[config.mk]
export PLATFORM = sky130hd
export DESIGN_NAME = csr_core
export DESIGN_NICKNAME = d
export VERILOG_FILES = /design/src/hdl/csr_alu.v /design/src/hdl/csr_core.v /design/src/hdl/csr_stack.v
export VERILOG_INCLUDE_DIRS = /design/src /design/src/hdl
export SDC_FILE = /design/constraint.sdc
export NUM_CORES = 2
export LEC_CHECK = 0
export BUFFER_PORTS_ARGS = -buffer_cell sky130_fd_sc_hd__clkbuf_2
export CAP_MARGIN = 10
export CELL_PAD_IN_SITES_DETAIL_PLACEMENT = 0
export CELL_PAD_IN_SITES_GLOBAL_PLACEMENT = 2
export CORE_ASPECT_RATIO = 0.6
export CORE_MARGIN = 3
export CORE_UTILIZATION = 39
export CTS_CLUSTER_SIZE = 25
export DETAILED_ROUTE_END_ITERATION = 7
export PLACE_DENSITY_LB_ADDON = 0.1
export SYNTH_ARGS = -nofsm -noshare
export SYNTH_HDL_FRONTEND = slang
export SYNTH_SLANG_ARGS = --single-unit
[constraint.sdc]
create_clock -name clk -period 14 [get_ports clk]
set_clock_uncertainty 0.2 [all_clocks]
set_input_delay 2.8 -clock clk [delete_from_list [all_inputs] [get_ports clk]]
set_output_delay 2.8 -clock clk [all_outputs]
set_load 0.03 [all_outputs]
[src/hdl/csr_defs.vh]
`ifndef CSR_DEFS_VH
`define CSR_DEFS_VH
// ==========================================
// Flag register bit positions
`define CSR_FLAG_IE 7
`define CSR_FLAG_T 6
`define CSR_FLAG_H 5
`define CSR_FLAG_S 4
`define CSR_FLAG_V 3
`define CSR_FLAG_N 2
`define CSR_FLAG_Z 1
`define CSR_FLAG_C 0
// ==========================================
// Reset values
`define CSR_FLAGS_RST 8'h00
`define CSR_SPH_RST 8'h00
`define CSR_SPL_RST 8'h9F
// ==========================================
// I/O addresses of the core registers (data address minus 0x20)
`define CSR_IO_SPL 6'h3D
`define CSR_IO_SPH 6'h3E
`define CSR_IO_FLAGS 6'h3F
// ==========================================
// ALU operation codes
`define CSR_OP_ADD 4'h0
`define CSR_OP_ADC 4'h1
`define CSR_OP_SUB 4'h2
`define CSR_OP_SBC 4'h3
`define CSR_OP_AND 4'h4
`define CSR_OP_OR 4'h5
`define CSR_OP_XOR 4'h6
`define CSR_OP_COM 4'h7
`define CSR_OP_NEG 4'h8
`define CSR_OP_INC 4'h9
`define CSR_OP_DEC 4'hA
`define CSR_OP_LSR 4'hB
`define CSR_OP_ROR 4'hC
`define CSR_OP_ASR 4'hD
`define CSR_OP_SWAP 4'hE
`define CSR_OP_MOV 4'hF
// ==========================================
// Stack operation codes
`define CSR_SP_NONE 3'h0
`define CSR_SP_PUSH 3'h1
`define CSR_SP_POP 3'h2
`define CSR_SP_CALL 3'h3
`define CSR_SP_RET 3'h4
`define CSR_SP_IRQ 3'h5
`define CSR_SP_RETURN_FROM_IRQ 3'h6
// ==========================================
// Pointer modes
`define CSR_PM_PLAIN 2'h0
`define CSR_PM_POSTINC 2'h1
`define CSR_PM_PREDEC 2'h2
`define CSR_PM_DISP 2'h3
`define CSR_RETURN_FROM_IRQ_CYCLES 3'd4
`endif

[src/hdl/csr_alu.v]
`timescale 1ns/10ps
`default_nettype none
`include "csr_defs.vh"
module csr_alu (
  input wire [3:0] op,
  input wire [7:0] a,
  input wire [7:0] b,
  input wire [7:0] flags_in,
  output reg [7:0] result,
  output reg [7:0] flags_out
);
  reg [8:0] sum;
  reg cin;
  reg h;
  reg v;
  reg c;
  reg n;
  reg z_keep;
  always @* begin
    cin = flags_in[`CSR_FLAG_C];
    sum = 9'h000;
    h = flags_in[`CSR_FLAG_H];
    v = 1'b0;
    c = flags_in[`CSR_FLAG_C];
    z_keep = 1'b0;
    result = a;
    // ==========================================
    // Operations
    // RULE2 three operation classes
    case (op)
      `CSR_OP_ADD, `CSR_OP_ADC: begin
        sum = {1'b0, a} + {1'b0, b} + {8'h00, (op == `CSR_OP_ADC) & cin};
        result = sum[7:0];
        // RULE9 half carry
        h = (a[3] & b[3]) | (b[3] & ~result[3]) | (~result[3] & a[3]);
        v = (a[7] & b[7] & ~result[7]) | (~a[7] & ~b[7] & result[7]);
        c = sum[8];
      end
      `CSR_OP_SUB, `CSR_OP_SBC, `CSR_OP_NEG: begin
        if (op == `CSR_OP_NEG) begin
          sum = 9'h000 - {1'b0, a};
          result = sum[7:0];
          h = result[3] | a[3];
          v = (result == 8'h80);
          c = (result != 8'h00);
        end else begin
          sum = {1'b0, a} - {1'b0, b} - {8'h00, (op == `CSR_OP_SBC) & cin};
          result = sum[7:0];
          h = (~a[3] & b[3]) | (b[3] & result[3]) | (result[3] & ~a[3]);
          v = (a[7] & ~b[7] & ~result[7]) | (~a[7] & b[7] & result[7]);
          c = sum[8];
          // Carry-chained subtract keeps Z only if already set, for multi-byte compares.
          z_keep = (op == `CSR_OP_SBC);
        end
      end
      `CSR_OP_AND: result = a & b;
      `CSR_OP_OR: result = a | b;
      `CSR_OP_XOR: result = a ^ b;
      `CSR_OP_COM: begin
        result = ~a;
        c = 1'b1;
      end
      `CSR_OP_INC: begin
        result = a + 8'h01;
        v = (a == 8'h7F);
      end
      `CSR_OP_DEC: begin
        result = a - 8'h01;
        v = (a == 8'h80);
      end
      `CSR_OP_LSR, `CSR_OP_ROR, `CSR_OP_ASR: begin
        if (op == `CSR_OP_LSR) begin
          result = {1'b0, a[7:1]};
        end else if (op == `CSR_OP_ROR) begin
          result = {cin, a[7:1]};
        end else begin
          result = {a[7], a[7:1]};
        end
        c = a[0];
        v = result[7] ^ a[0];
      end
      `CSR_OP_SWAP: result = {a[3:0], a[7:4]};
      default: result = b;
    endcase
    n = result[7];
    flags_out = flags_in;
    if (op != `CSR_OP_SWAP && op != `CSR_OP_MOV) begin
      flags_out[`CSR_FLAG_H] = h;
      // RULE11 overflow flag
      flags_out[`CSR_FLAG_V] = v;
      // RULE12 negative flag
      flags_out[`CSR_FLAG_N] = n;
      // RULE10 sign is N xor V
      flags_out[`CSR_FLAG_S] = n ^ v;
      // RULE13 zero flag
      flags_out[`CSR_FLAG_Z] = (result == 8'h00) & (~z_keep | flags_in[`CSR_FLAG_Z]);
      // RULE14 carry flag
      flags_out[`CSR_FLAG_C] = c;
    end
  end
endmodule // csr_alu
`default_nettype wire

[src/hdl/csr_core.v]
// Notes on behaviour
// RULE1 - ALU reaches all 32 registers, one cycle
// RULE2 - Arithmetic, logical and single-bit operations
// RULE3 - Every ALU operation updates the flags; here swap and move leave them unchanged
// RULE4 - Interrupt entry/return touch only enable bit
// RULE5 - Bit 7 low blocks every interrupt
// RULE6 - Interrupt taken clears enable, return sets it
// RULE7 - Set and clear enable instructions
// RULE8 - Bit 6 copy flag: store and load bit
// RULE9 - Bit 5 holds low nibble carry
// RULE10 - Bit 4 equals negative xor overflow
// RULE11 - Bit 3 holds signed overflow
// RULE12 - Bit 2 set on negative result
// RULE13 - Bit 1 set on zero result
// RULE14 - Bit 0 holds carry
// RULE15 - Four register file port schemes
// RULE16 - Registers appear at data addresses 0 to 31
// RULE17 - Top six registers form three pointers
// RULE18 - Stack grows downward; push lowers pointer
// RULE19 - Push minus one, call/interrupt minus two
// RULE20 - Pop plus one, returns plus two
// RULE21 - Pointer in two 8-bit I/O registers
// RULE22 - Software sets pointer above 0x60 first
// RULE23 - Interrupt return takes four cycles
// RULE24 - Reset loads documented initial values
`timescale 1ns/10ps
`default_nettype none
`include "csr_defs.vh"
module csr_core #(
  parameter SP_BITS = 16
) (
  input wire clk,
  input wire sys_rst,
  input wire [4:0] rd_addr,
  input wire [4:0] rr_addr,
  input wire [7:0] imm,
  input wire use_imm,
  input wire alu_en,
  input wire [3:0] alu_op,
  input wire wr8_en,
  input wire [4:0] wr8_addr,
  input wire [7:0] wr8_data,
  input wire wr16_en,
  input wire [4:0] wr16_addr,
  input wire [15:0] wr16_data,
  input wire [4:0] rd16_addr,
  input wire bit_store,
  input wire bit_load,
  input wire [2:0] bit_sel,
  input wire set_global_irq,
  input wire clear_global_irq,
  input wire irq_take,
  input wire return_from_irq,
  input wire return_from_call,
  input wire call_push,
  input wire byte_push,
  input wire byte_pop,
  input wire [1:0] ptr_sel,
  input wire [1:0] ptr_mode,
  input wire [5:0] ptr_disp,
  input wire ptr_en,
  input wire [15:0] ds_addr,
  input wire ds_wr,
  input wire [7:0] ds_wdata,
  input wire io_wr,
  input wire [5:0] io_addr,
  input wire [7:0] io_wdata,
  output reg [7:0] rd_data,
  output reg [7:0] rr_data,
  output reg [15:0] rd16_data,
  output reg [7:0] alu_result,
  output reg [7:0] status_flags,
  output reg [7:0] stack_pointer_high,
  output reg [7:0] stack_pointer_low,
  output reg irq_enabled,
  output reg [15:0] ptr_addr,
  output reg ds_is_reg,
  output reg [7:0] ds_rdata,
  output reg [7:0] io_rdata,
  output reg return_from_irq_busy
);
  // ==========================================
  // Register file
  reg [7:0] regs [0:31];
  wire [7:0] op_b;
  wire [7:0] alu_res;
  wire [7:0] alu_flags;
  wire [15:0] sp_now;
  wire [15:0] sp_next;
  reg [2:0] sp_op;
  reg [2:0] return_from_irq_cnt;
  reg [7:0] next_flags;
  reg [15:0] ptr_base;
  reg [15:0] ptr_eff;
  reg [15:0] ptr_upd;
  reg ptr_write;
  reg [7:0] next_io_rdata;
  reg [7:0] next_sp_low;
  reg [7:0] next_sp_high;
  reg [2:0] next_return_from_irq_cnt;
  reg next_return_from_irq_busy;
  integer i;

  function [4:0] ptr_low_index;
    input [1:0] sel;
    begin
      case (sel)
        2'h0: ptr_low_index = 5'h1A;
        2'h1: ptr_low_index = 5'h1C;
        default: ptr_low_index = 5'h1E;
      endcase
    end
  endfunction

  function ds_hits_reg;
    input [15:0] addr;
    begin
      ds_hits_reg = (addr[15:5] == 11'h000);
    end
  endfunction

  assign sp_now = {stack_pointer_high, stack_pointer_low};
  // RULE1 register or immediate operand
  assign op_b = use_imm ? imm : regs[rr_addr];

  csr_alu u_alu (
    .op(alu_op),
    .a(regs[rd_addr]),
    .b(op_b),
    .flags_in(status_flags),
    .result(alu_res),
    .flags_out(alu_flags)
  );

  csr_stack #(.SP_BITS(SP_BITS)) u_stack (
    .sp_op(sp_op),
    .sp_now(sp_now),
    .sp_next(sp_next)
  );

  // ==========================================
  // Pointer addressing
  always @* begin
    ptr_base = {regs[ptr_low_index(ptr_sel) + 5'd1], regs[ptr_low_index(ptr_sel)]};
    ptr_eff = ptr_base;
    ptr_upd = ptr_base;
    ptr_write = 1'b0;
    // RULE17 displacement, post-increment, pre-decrement
    case (ptr_mode)
      `CSR_PM_POSTINC: begin
        ptr_upd = ptr_base + 16'h0001;
        ptr_write = ptr_en;
      end
      `CSR_PM_PREDEC: begin
        ptr_eff = ptr_base - 16'h0001;
        ptr_upd = ptr_eff;
        ptr_write = ptr_en;
      end
      `CSR_PM_DISP: ptr_eff = ptr_base + {10'h000, ptr_disp};
      default: ptr_eff = ptr_base;
    endcase
  end

  // ==========================================
  // Stack operation select
  always @* begin
    if (irq_take) begin
      sp_op = `CSR_SP_IRQ;
    end else if (return_from_irq && !return_from_irq_busy) begin
      sp_op = `CSR_SP_RETURN_FROM_IRQ;
    end else if (return_from_call) begin
      sp_op = `CSR_SP_RET;
    end else if (call_push) begin
      sp_op = `CSR_SP_CALL;
    end else if (byte_push) begin
      sp_op = `CSR_SP_PUSH;
    end else if (byte_pop) begin
      sp_op = `CSR_SP_POP;
    end else begin
      sp_op = `CSR_SP_NONE;
    end
  end

  // ==========================================
  // Flag update
  always @* begin
    next_flags = status_flags;
    // RULE3 flags after each ALU operation
    if (alu_en) begin
      next_flags = alu_flags;
    end
    // RULE8 store bit into copy flag
    if (bit_store) begin
      next_flags[`CSR_FLAG_T] = regs[rd_addr][bit_sel];
    end
    if (io_wr && io_addr == `CSR_IO_FLAGS) begin
      next_flags = io_wdata;
    end
    // RULE7 set and clear enable
    if (set_global_irq) begin
      next_flags[`CSR_FLAG_IE] = 1'b1;
    end
    if (clear_global_irq) begin
      next_flags[`CSR_FLAG_IE] = 1'b0;
    end
    // RULE4 only enable bit touched
    // RULE6 return sets the enable
    if (return_from_irq && !return_from_irq_busy) begin
      next_flags[`CSR_FLAG_IE] = 1'b1;
    end
    // RULE5 entry needs enable set
    // RULE6 entry clears the enable
    if (irq_take && status_flags[`CSR_FLAG_IE]) begin
      next_flags[`CSR_FLAG_IE] = 1'b0;
    end
  end

  // ==========================================
  // Stack pointer next value
  always @* begin
    next_sp_low = sp_next[7:0];
    next_sp_high = sp_next[15:8];
    // RULE21 two 8-bit I/O registers
    // An I/O write wins over a stack step in the same cycle, so software can move the stack.
    if (io_wr && io_addr == `CSR_IO_SPL) begin
      next_sp_low = io_wdata;
      next_sp_high = stack_pointer_high;
    end else if (io_wr && io_addr == `CSR_IO_SPH) begin
      next_sp_low = stack_pointer_low;
      next_sp_high = (SP_BITS > 8) ? io_wdata : 8'h00;
    end
  end

  // ==========================================
  // Interrupt return timing
  always @* begin
    // RULE23 four-cycle interrupt return
    // A second return while busy is ignored, so a strobe held for up to four cycles pops only once.
    if (return_from_irq && !return_from_irq_busy) begin
      next_return_from_irq_cnt = `CSR_RETURN_FROM_IRQ_CYCLES - 3'd1;
      next_return_from_irq_busy = 1'b1;
    end else if (return_from_irq_cnt > 3'd1) begin
      next_return_from_irq_cnt = return_from_irq_cnt - 3'd1;
      next_return_from_irq_busy = return_from_irq_busy;
    end else begin
      next_return_from_irq_cnt = 3'd0;
      next_return_from_irq_busy = 1'b0;
    end
  end

  // ==========================================
  // I/O read select
  always @* begin
    case (io_addr)
      `CSR_IO_FLAGS: next_io_rdata = status_flags;
      `CSR_IO_SPL: next_io_rdata = stack_pointer_low;
      `CSR_IO_SPH: next_io_rdata = stack_pointer_high;
      default: next_io_rdata = 8'h00;
    endcase
  end

  // ==========================================
  // Sequential state
  always @(posedge clk or posedge sys_rst) begin
    if (sys_rst) begin
      // RULE24 reset values
      status_flags <= `CSR_FLAGS_RST;
      stack_pointer_high <= `CSR_SPH_RST;
      stack_pointer_low <= `CSR_SPL_RST;
      return_from_irq_cnt <= 3'd0;
      return_from_irq_busy <= 1'b0;
      irq_enabled <= 1'b0;
      rd_data <= 8'h00;
      rr_data <= 8'h00;
      rd16_data <= 16'h0000;
      alu_result <= 8'h00;
      ptr_addr <= 16'h0000;
      ds_is_reg <= 1'b0;
      ds_rdata <= 8'h00;
      io_rdata <= 8'h00;
    end else begin
      status_flags <= next_flags;
      // RULE5 global enable gates interrupts
      irq_enabled <= next_flags[`CSR_FLAG_IE];
      return_from_irq_cnt <= next_return_from_irq_cnt;
      return_from_irq_busy <= next_return_from_irq_busy;
      stack_pointer_low <= next_sp_low;
      stack_pointer_high <= next_sp_high;
      // RULE15 four port schemes
      rd_data <= regs[rd_addr];
      rr_data <= regs[rr_addr];
      rd16_data <= {regs[rd16_addr | 5'd1], regs[rd16_addr & 5'h1E]};
      alu_result <= alu_res;
      ptr_addr <= ptr_eff;
      // RULE16 registers in low data space
      ds_is_reg <= ds_hits_reg(ds_addr);
      ds_rdata <= ds_hits_reg(ds_addr) ? regs[ds_addr[4:0]] : 8'h00;
      io_rdata <= next_io_rdata;
    end
  end

  // ==========================================
  // Register file writes
  // Registers clear on reset here, although software should not rely on it.
  always @(posedge clk or posedge sys_rst) begin
    if (sys_rst) begin
      for (i = 0; i < 32; i = i + 1) begin
        regs[i] <= 8'h00;
      end
    end else begin
      // Later writes in this order win; the sequencer issues one kind per cycle.
      if (ptr_write) begin
        regs[ptr_low_index(ptr_sel)] <= ptr_upd[7:0];
        regs[ptr_low_index(ptr_sel) + 5'd1] <= ptr_upd[15:8];
      end
      if (wr16_en) begin
        regs[wr16_addr & 5'h1E] <= wr16_data[7:0];
        regs[wr16_addr | 5'd1] <= wr16_data[15:8];
      end
      if (ds_wr && ds_hits_reg(ds_addr)) begin
        regs[ds_addr[4:0]] <= ds_wdata;
      end
      if (wr8_en) begin
        regs[wr8_addr] <= wr8_data;
      end
      // RULE1 single-cycle result write
      if (alu_en) begin
        regs[rd_addr] <= alu_res;
      end
      // RULE8 load bit from copy flag
      if (bit_load) begin
        regs[rd_addr][bit_sel] <= status_flags[`CSR_FLAG_T];
      end
    end
  end
endmodule // csr_core
`default_nettype wire

[src/hdl/csr_stack.v]
`timescale 1ns/10ps
`default_nettype none
`include "csr_defs.vh"
module csr_stack #(
  parameter SP_BITS = 16
) (
  input wire [2:0] sp_op,
  input wire [15:0] sp_now,
  output reg [15:0] sp_next
);
  reg [15:0] mask;
  always @* begin
    // Bits above SP_BITS are not implemented and read as zero.
    mask = 16'hFFFF >> (16 - SP_BITS);
    case (sp_op)
      // RULE18 push lowers pointer
      // RULE19 push one, call two
      `CSR_SP_PUSH: sp_next = (sp_now - 16'h0001) & mask;
      `CSR_SP_CALL, `CSR_SP_IRQ: sp_next = (sp_now - 16'h0002) & mask;
      // RULE20 pop one, return two
      `CSR_SP_POP: sp_next = (sp_now + 16'h0001) & mask;
      `CSR_SP_RET, `CSR_SP_RETURN_FROM_IRQ: sp_next = (sp_now + 16'h0002) & mask;
      default: sp_next = sp_now & mask;
    endcase
  end
endmodule // csr_stack
`default_nettype wire

======== After elaboration in Yosys (flattened, before gate mapping) ========
Cells that the tools add are included.
word-level totals
  memories ................................ 0
  word-level logic and storage cells ...... 311
  bits of input ports ..................... 131
  register bits ........................... 357
  bits in latches ......................... 0
  memory bits (writable) .................. 0
  memory bits (read-only) ................. 0
  output and inout port bits .............. 99
cells by class
  $add $sub $neg .......................... 17
  $lt $le $gt $ge ......................... 22
  reduce and logical (&&, ||, !) cells .... 40
  div/mod/pow operators ................... 0
  $mul .................................... 0
  bitwise operators ....................... 51
  equality and inequality tests ........... 34
  muxes and demuxes ....................... 98
  shifts and indexed selects .............. 0
operator list
  operator                 count
  $bwmux W256              8
  $mux W256                6
  $demux W8 S5             8
  $bmux W8 S5              7
  $mux W8                  32
  $pmux W8 S10             1
  $ge A6 B6 Y1 const B     12
  $not A5 Y6               12
  $pmux W16 S2             2
  $pmux W16 S4             1
  $lt A6 B1 Y1 const B     7
  $add A16 B1 Y16 const B  2
  $sub A16 B1 Y16 const B  2
  $eq A4 B4 Y1 const B     7
  $pmux W8 S3              1
  $reduce_bool A5 Y1       4
  $eq A6 B6 Y1 const B     3
  $and A1 B1 Y1            17
  $add A16 B2 Y16 const B  1
  $add A16 B6 Y16          1
  $eq A4 B3 Y1 const B     4
  $eq A8 B8 Y1 const B     2
  $sub A16 B2 Y16 const B  1
  $logic_and A1 B1 Y1      15
  52 further kinds         106

======== Depth between registers and ports, before layout ========
  word-level depth ........................ 23
  mapped depth ............................ 24
  gate-level depth less buffers ........... 19

======== Cells and area by module ========
Synthesis repeated with hierarchy kept, for this count alone.
second synthesis, totals
  cells, all modules ...................... 4185
  area, all modules ....................... 36802.8 µm²
by module, submodules not included
  module     cells an instance  times used  seq. area each (µm²)  area an instance (µm²)
  csr_core   3581               1           8941.1                32423.6
  csr_alu    397                1           0.0                   2777.7
  csr_stack  207                1           0.0                   1601.5

======== Worst setup path before layout ========
OpenSTA, ideal clock, no wires.
  path type ............................... input to register
  start point ............................. input port rr_addr[0]
  end point ............................... register regs[35] (netlist name)
  slack ................................... 6.191 ns
  path buffers ............................ 3
  data arrival time ....................... 7.453 ns
  stages .................................. 20
  data required time ...................... 13.645 ns
  setup time .............................. 0.155 ns
  cell sequence ........................... buf_2 buf_2 mux4_2 mux4_2 mux2_2 mux2i_1 ha_1 a21o_1 a21oi_1 inv_1 fa_1 a22oi_1 o22ai_1 a21oi_1 o21ai_0 a221oi_2 a22oi_2 o31ai_2 buf_2 a22oi_1
between the ends
  longest elaborated chain between the ends .. 13
  elaborated cells between the ends (all ways) .. 18
  classes of those cells .................. add/sub (4); mux (10); bitwise (4)
ends and longest elaborated chain
  element                                         line            text
  from (decl)                                     csr_core.v:35   input wire [4:0] rr_addr,
  $not A5 Y6 (not written as such) (*)            csr_core.v:124  assign op_b = use_imm ? imm : regs[rr_addr];
  $bmux W8 S5 (*)                                 csr_core.v:124
  $mux W8 (not written as such) (*) (2 in a row)  csr_core.v:124
  $mux W8 (*)                                     csr_core.v:124
  $sub A8 B8 Y9                                   csr_alu.v:47    sum = {1'b0, a} - {1'b0, b} - {8'h00, (op == `CSR_OP_SBC) & cin};
  $sub A9 B1 Y9                                   csr_alu.v:47
  $mux W8                                         csr_alu.v:40    if (op == `CSR_OP_NEG) begin
  $pmux W8 S10 (*)                                csr_alu.v:30    case (op)
  net alu_res[3]                                  csr_core.v:86   wire [7:0] alu_res;
  $bwmux W256 (*)                                 csr_core.v:328  regs[rd_addr] <= alu_res;
  $mux W256 (*)                                   csr_core.v:327  if (alu_en) begin
  $bwmux W256                                     csr_core.v:332  regs[rd_addr][bit_sel] <= status_flags[`CSR_FLAG_T];
  $mux W256 (*)                                   csr_core.v:331  if (bit_load) begin
  to (signal, indexed assignment)                 csr_core.v:324  regs[wr8_addr] <= wr8_data;
  to (signal, indexed assignment)                 csr_core.v:328
  to (signal, indexed assignment)                 csr_core.v:332
  to (decl)                                       csr_core.v:84   reg [7:0] regs [0:31];
The timed path passes the listed nets; every way through them passes the cells marked *. The select of a mux whose other input is x is not followed.
A chain may end at the register's enable or synchronous reset.

======== Worst setup path in the final report ========
  start point ............................. input port rd_addr[2]
  end point ............................... register regs[143] (netlist name)
between the ends
  longest elaborated chain between the ends .. 12
  elaborated cells between the ends (all ways) .. 31
  classes of those cells .................. add/sub (7); order compare (2); mux (16); bitwise (5); reduce/logical (1)
ends and longest elaborated chain
  element                                     line                                            text
  from (decl)                                 csr_core.v:34                                   input wire [4:0] rd_addr,
  $not A5 Y6 (*)                              csr_core.v:128, csr_core.v:328, csr_core.v:332
  $bmux W8 S5                                 csr_core.v:128                                  .a(regs[rd_addr]),
  $mux W8 (not written as such) (2 in a row)  csr_core.v:128
  $sub A8 B8 Y9 or $mux W8 (tied branches)    csr_alu.v:47, csr_alu.v:74
  $sub A9 B1 Y9 or $mux W8 (tied branches)    csr_alu.v:47, csr_alu.v:72
  $mux W8 (on tied branches)                  csr_alu.v:40, csr_alu.v:30
  $pmux W8 S10                                csr_alu.v:30
  $bwmux W256                                 csr_core.v:328
  $mux W256                                   csr_core.v:327
  $bwmux W256                                 csr_core.v:332
  $mux W256 (*)                               csr_core.v:331
Every way passes the cells marked *; elsewhere a longest branch is shown, timed or not. The select of a mux whose other input is x is not followed.

==> metrics.cfg <==
[status]
status=finished with violations
violations=design-rule violations, max-capacitance violations, max-slew violations

[floorplanning]
fp.dieH_um=245
num_rows=86
fp.coreArea_sq_mm=0.0930
fp.dieW_um=404
fp.dieArea_sq_mm=0.0988
start_util=0.398
io_pins=230

[worst_setup_path]
cp_max_fo=31
rr_worst_depth=15
rr_startpoint=regs[19]
startpoint_type=input pin
crit_path_end=regs[143]
slowest_stage=o22ai_1
cp-startpoint=rd_addr[2]
crit_chain=clkbuf_2, buf_4, or4b_1, o22ai_1, nor4_1, nand2_1, buf_4, inv_1, fa_1, inv_1, ha_1, nand3_1, a21oi_1, nor3_1, nor3b_1, a2bb2oi_1, a21bo_2, o22ai_4, buf_4, a21oi_1
cp.depth=20
r2r_end=regs[143]
worst_setup_path_end_kind=register
cpPeakStageDelay_ns=1.04
critical_path_class=in -> reg
crit_top_cell=buf_4
arrival_ns=10.47
critPathTopFamily=compound AO/OA/AOI/OAI gates
rrSetupSlack_ns=6.42
required_ns=14.26
cp_num_buf_inv=6

[grt]
grt_first_pass_wirelength_um=327000
grt_pass1_vias=36967
grt_overflow=0
grt_use_total=0.479
antenna_found_initial=32
grt_max_degree=83

[synth]
ys_seq_area_frac=0.241
async_flop_share=1.00
avgSynthCellArea_sq_um=8.64
synth-edff-count=0
yosysUniqueCellTypes=101
synthFlopType=dfrtp_1
yosys_warnings=0
synth.net_count=4505
postSynthRegisterBits=357
netlist_area_sq_mm=0.0370
synthCells=4289

[route]
drt-initial-drc-count=7988
drc=48
dr_total_vias=42482
detail-route-antenna-nets=0
dr.pass1.iters=8
vias_per_cell=7.56
wirelength_um=246000
wire_per_inst_um=43.7

[place]
dpl.hpwl_um=177000
place_congestion=1.17
port_buffers=227
place_inst=5511
dpl_worst_slack_ns=3.91

[final_layout]
regMostFlops=regs
final_nets=4544
fin_cells=5618
drive_above_1_share=0.194
register_area_sq_mm=0.00894
top_regs=regs: 256 flops, ptr_addr: 16 flops, rd16_data: 16 flops
synthToLayoutAreaGrowth_pct=11.2
multi_input_area_sq_mm=0.0262
nFillCells=9197
largest_reg_flops=256

[sta]
setup-tns-final_ns=0
fin_crit_ns=10.20
relSlewSlack=-0.102
worst_pin_slew_ns=1.65
grt_setup_unrepaired=no
report.final.slew_viol_count=3
final-hold-violation-count=0
fmax_ghz=0.0980
setup_violations=0
fin_ws_ns=3.80
post-route-period-util=0.729

[clocking]
htree_num_levels=2
path_clk_slew_ns=0.06
clockBufferDepth=3
clock_latency_ns=0.64
hold_buffers=0
postCtsSetupRepairBufs=0
ctsResizeCount=0
cts_made_buffers=45
root_buffer=clkbuf_16
cts_tree=yes
cts_sinks=357

[power]
p_leak_nw=16.4
vdd_drop_max_mv=0.143
p_per_area_mw_per_mm2=165

[hold_path]
min_path_type=reg -> reg

[job]
cap_viol_max_count=1

## cell usage in the layout (no fill, tap or decap), types with 47 or more instances in the layout
master / instances
nor3_1: 54
nor2_1: 588
o22ai_1: 133
mux2i_1: 373
nand3_1: 58
a21oi_1: 392
a221o_1: 51
clkbuf_2: 219
a31oi_1: 55
ha_1: 76
a211oi_1: 162
nand2_1: 281
a22oi_1: 53
a221oi_1: 152
inv_1: 57
dfrtp_1: 350
buf_4: 195
mux4_2: 230
clkbuf_16: 47
o21ai_0: 190
## metal layers
layer  vias up  wire (um)  global-route usage
li1      16673          -                   -
met3       602      49600               0.340
met5         -       1170              0.0702
met1     21053     101000               0.662
met2      4116      83800               0.559
met4        38      10000               0.151
## how the worst min path moves through the flow
stage                     slack, ns              startpoint  cells after the start                     end
final                          0.27  return_from_irq_cnt[0]                      1  return_from_irq_cnt[0]
after CTS                      0.28  return_from_irq_cnt[0]                      1  return_from_irq_cnt[0]
after floorplan                0.24  return_from_irq_cnt[0]                      1  return_from_irq_cnt[0]
after detailed placement       0.27  return_from_irq_cnt[0]                      1  return_from_irq_cnt[0]
after global routing           0.30  return_from_irq_cnt[0]                      1  return_from_irq_cnt[0]
after global placement         0.26  return_from_irq_cnt[0]                      1  return_from_irq_cnt[0]
## cell usage after synthesis, types with 11 or more instances
master	n	area, sq um
nor2_1	601	2260
a21o_1	16	120
buf_4	11	82.6
nand2_1	284	1070
o211ai_1	31	233
o21ai_0	191	956
nor3_1	61	305
mux2_2	29	327
nand2b_1	26	163
o221ai_1	21	184
xor2_1	18	158
buf_1	29	109
a22oi_1	53	398
a221oi_1	152	1330
o22ai_1	133	832
a21oi_1	392	1960
clkbuf_1	327	1230
o21a_1	24	180
a31oi_1	56	350
nand4_1	23	144
nor2b_1	22	138
dfrtp_1	351	8780
ha_1	76	951
a22o_1	19	166
a221o_1	51	510
and2_1	18	113
buf_6	13	146
or3_1	16	100
mux4_2	230	5180
buf_2	46	230
nor4_1	31	194
mux2i_1	373	3730
and3_1	21	131
a211oi_1	162	1220
xnor2_1	42	368
inv_1	58	218
nand3_1	58	290
## through the flow
| stage | hold slack, ns | util | power [mW] | cell area, sq um |
|---|---|---|---|---|
| floorplan | 0.237 | - | 3.74 | 37000 |
| global placement | 0.259 | 0.425 | 5.18 | 39500 |
| finish | 0.274 | 0.443 | 6.81 | 41200 |
| CTS | 0.276 | 0.442 | 6.51 | 41100 |
| global route | 0.297 | 0.443 | 6.94 | 41100 |
| detailed placement | 0.267 | 0.425 | 5.19 | 39500 |
## power breakdown
group	leakage [nW]	switching (mW)	internal [mW]	total (mW)
clock network	0.755	0.586	0.743	1.33
registers	4.13	0.594	1.32	1.91
logic	11.5	2.29	1.28	3.57
## cell families after synthesis
logic type / after synthesis / synth area share
AO/OA/AOI/OAI: 1422 / 0.257
AND/OR/NAND/NOR: 1237 / 0.151
multiplexers: 633 / 0.250
buffers and inverters: 494 / 0.0554
flip-flops: 357 / 0.241
adder cells (fa/ha/maj): 85 / 0.0305
XOR/XNOR: 61 / 0.0148
## layout make-up
cell class | instances | area share
Multi-Input combinational cell | 3438 | 0.636
Sequential cell | 357 | 0.217
Timing Repair Buffer | 418 | 0.0634
Tap cell | 1232 | 0.0374
Clock buffer | 65 | 0.0326
Inverter | 68 | 0.00638
Clock inverter | 18 | 0.00529
Antenna cell | 22 | 0.00134
## worst reg2reg max path, stage by stage, from the launching register on
cell and delay (ns):
dfrtp_1 0.68, mux2i_1 0.27, o22ai_1 0.35, nor4_1 1.30, and2_1 0.46, ha_1 0.35
ha_1 0.38, nand3_1 0.16, a21oi_1 0.67, nor3_1 0.12, nor3b_1 0.38, a2bb2oi_1 0.27
a21bo_2 0.58, o22ai_4 0.60, buf_4 0.46, a21oi_1 0.19
Power figures use the tool's default switching activity.
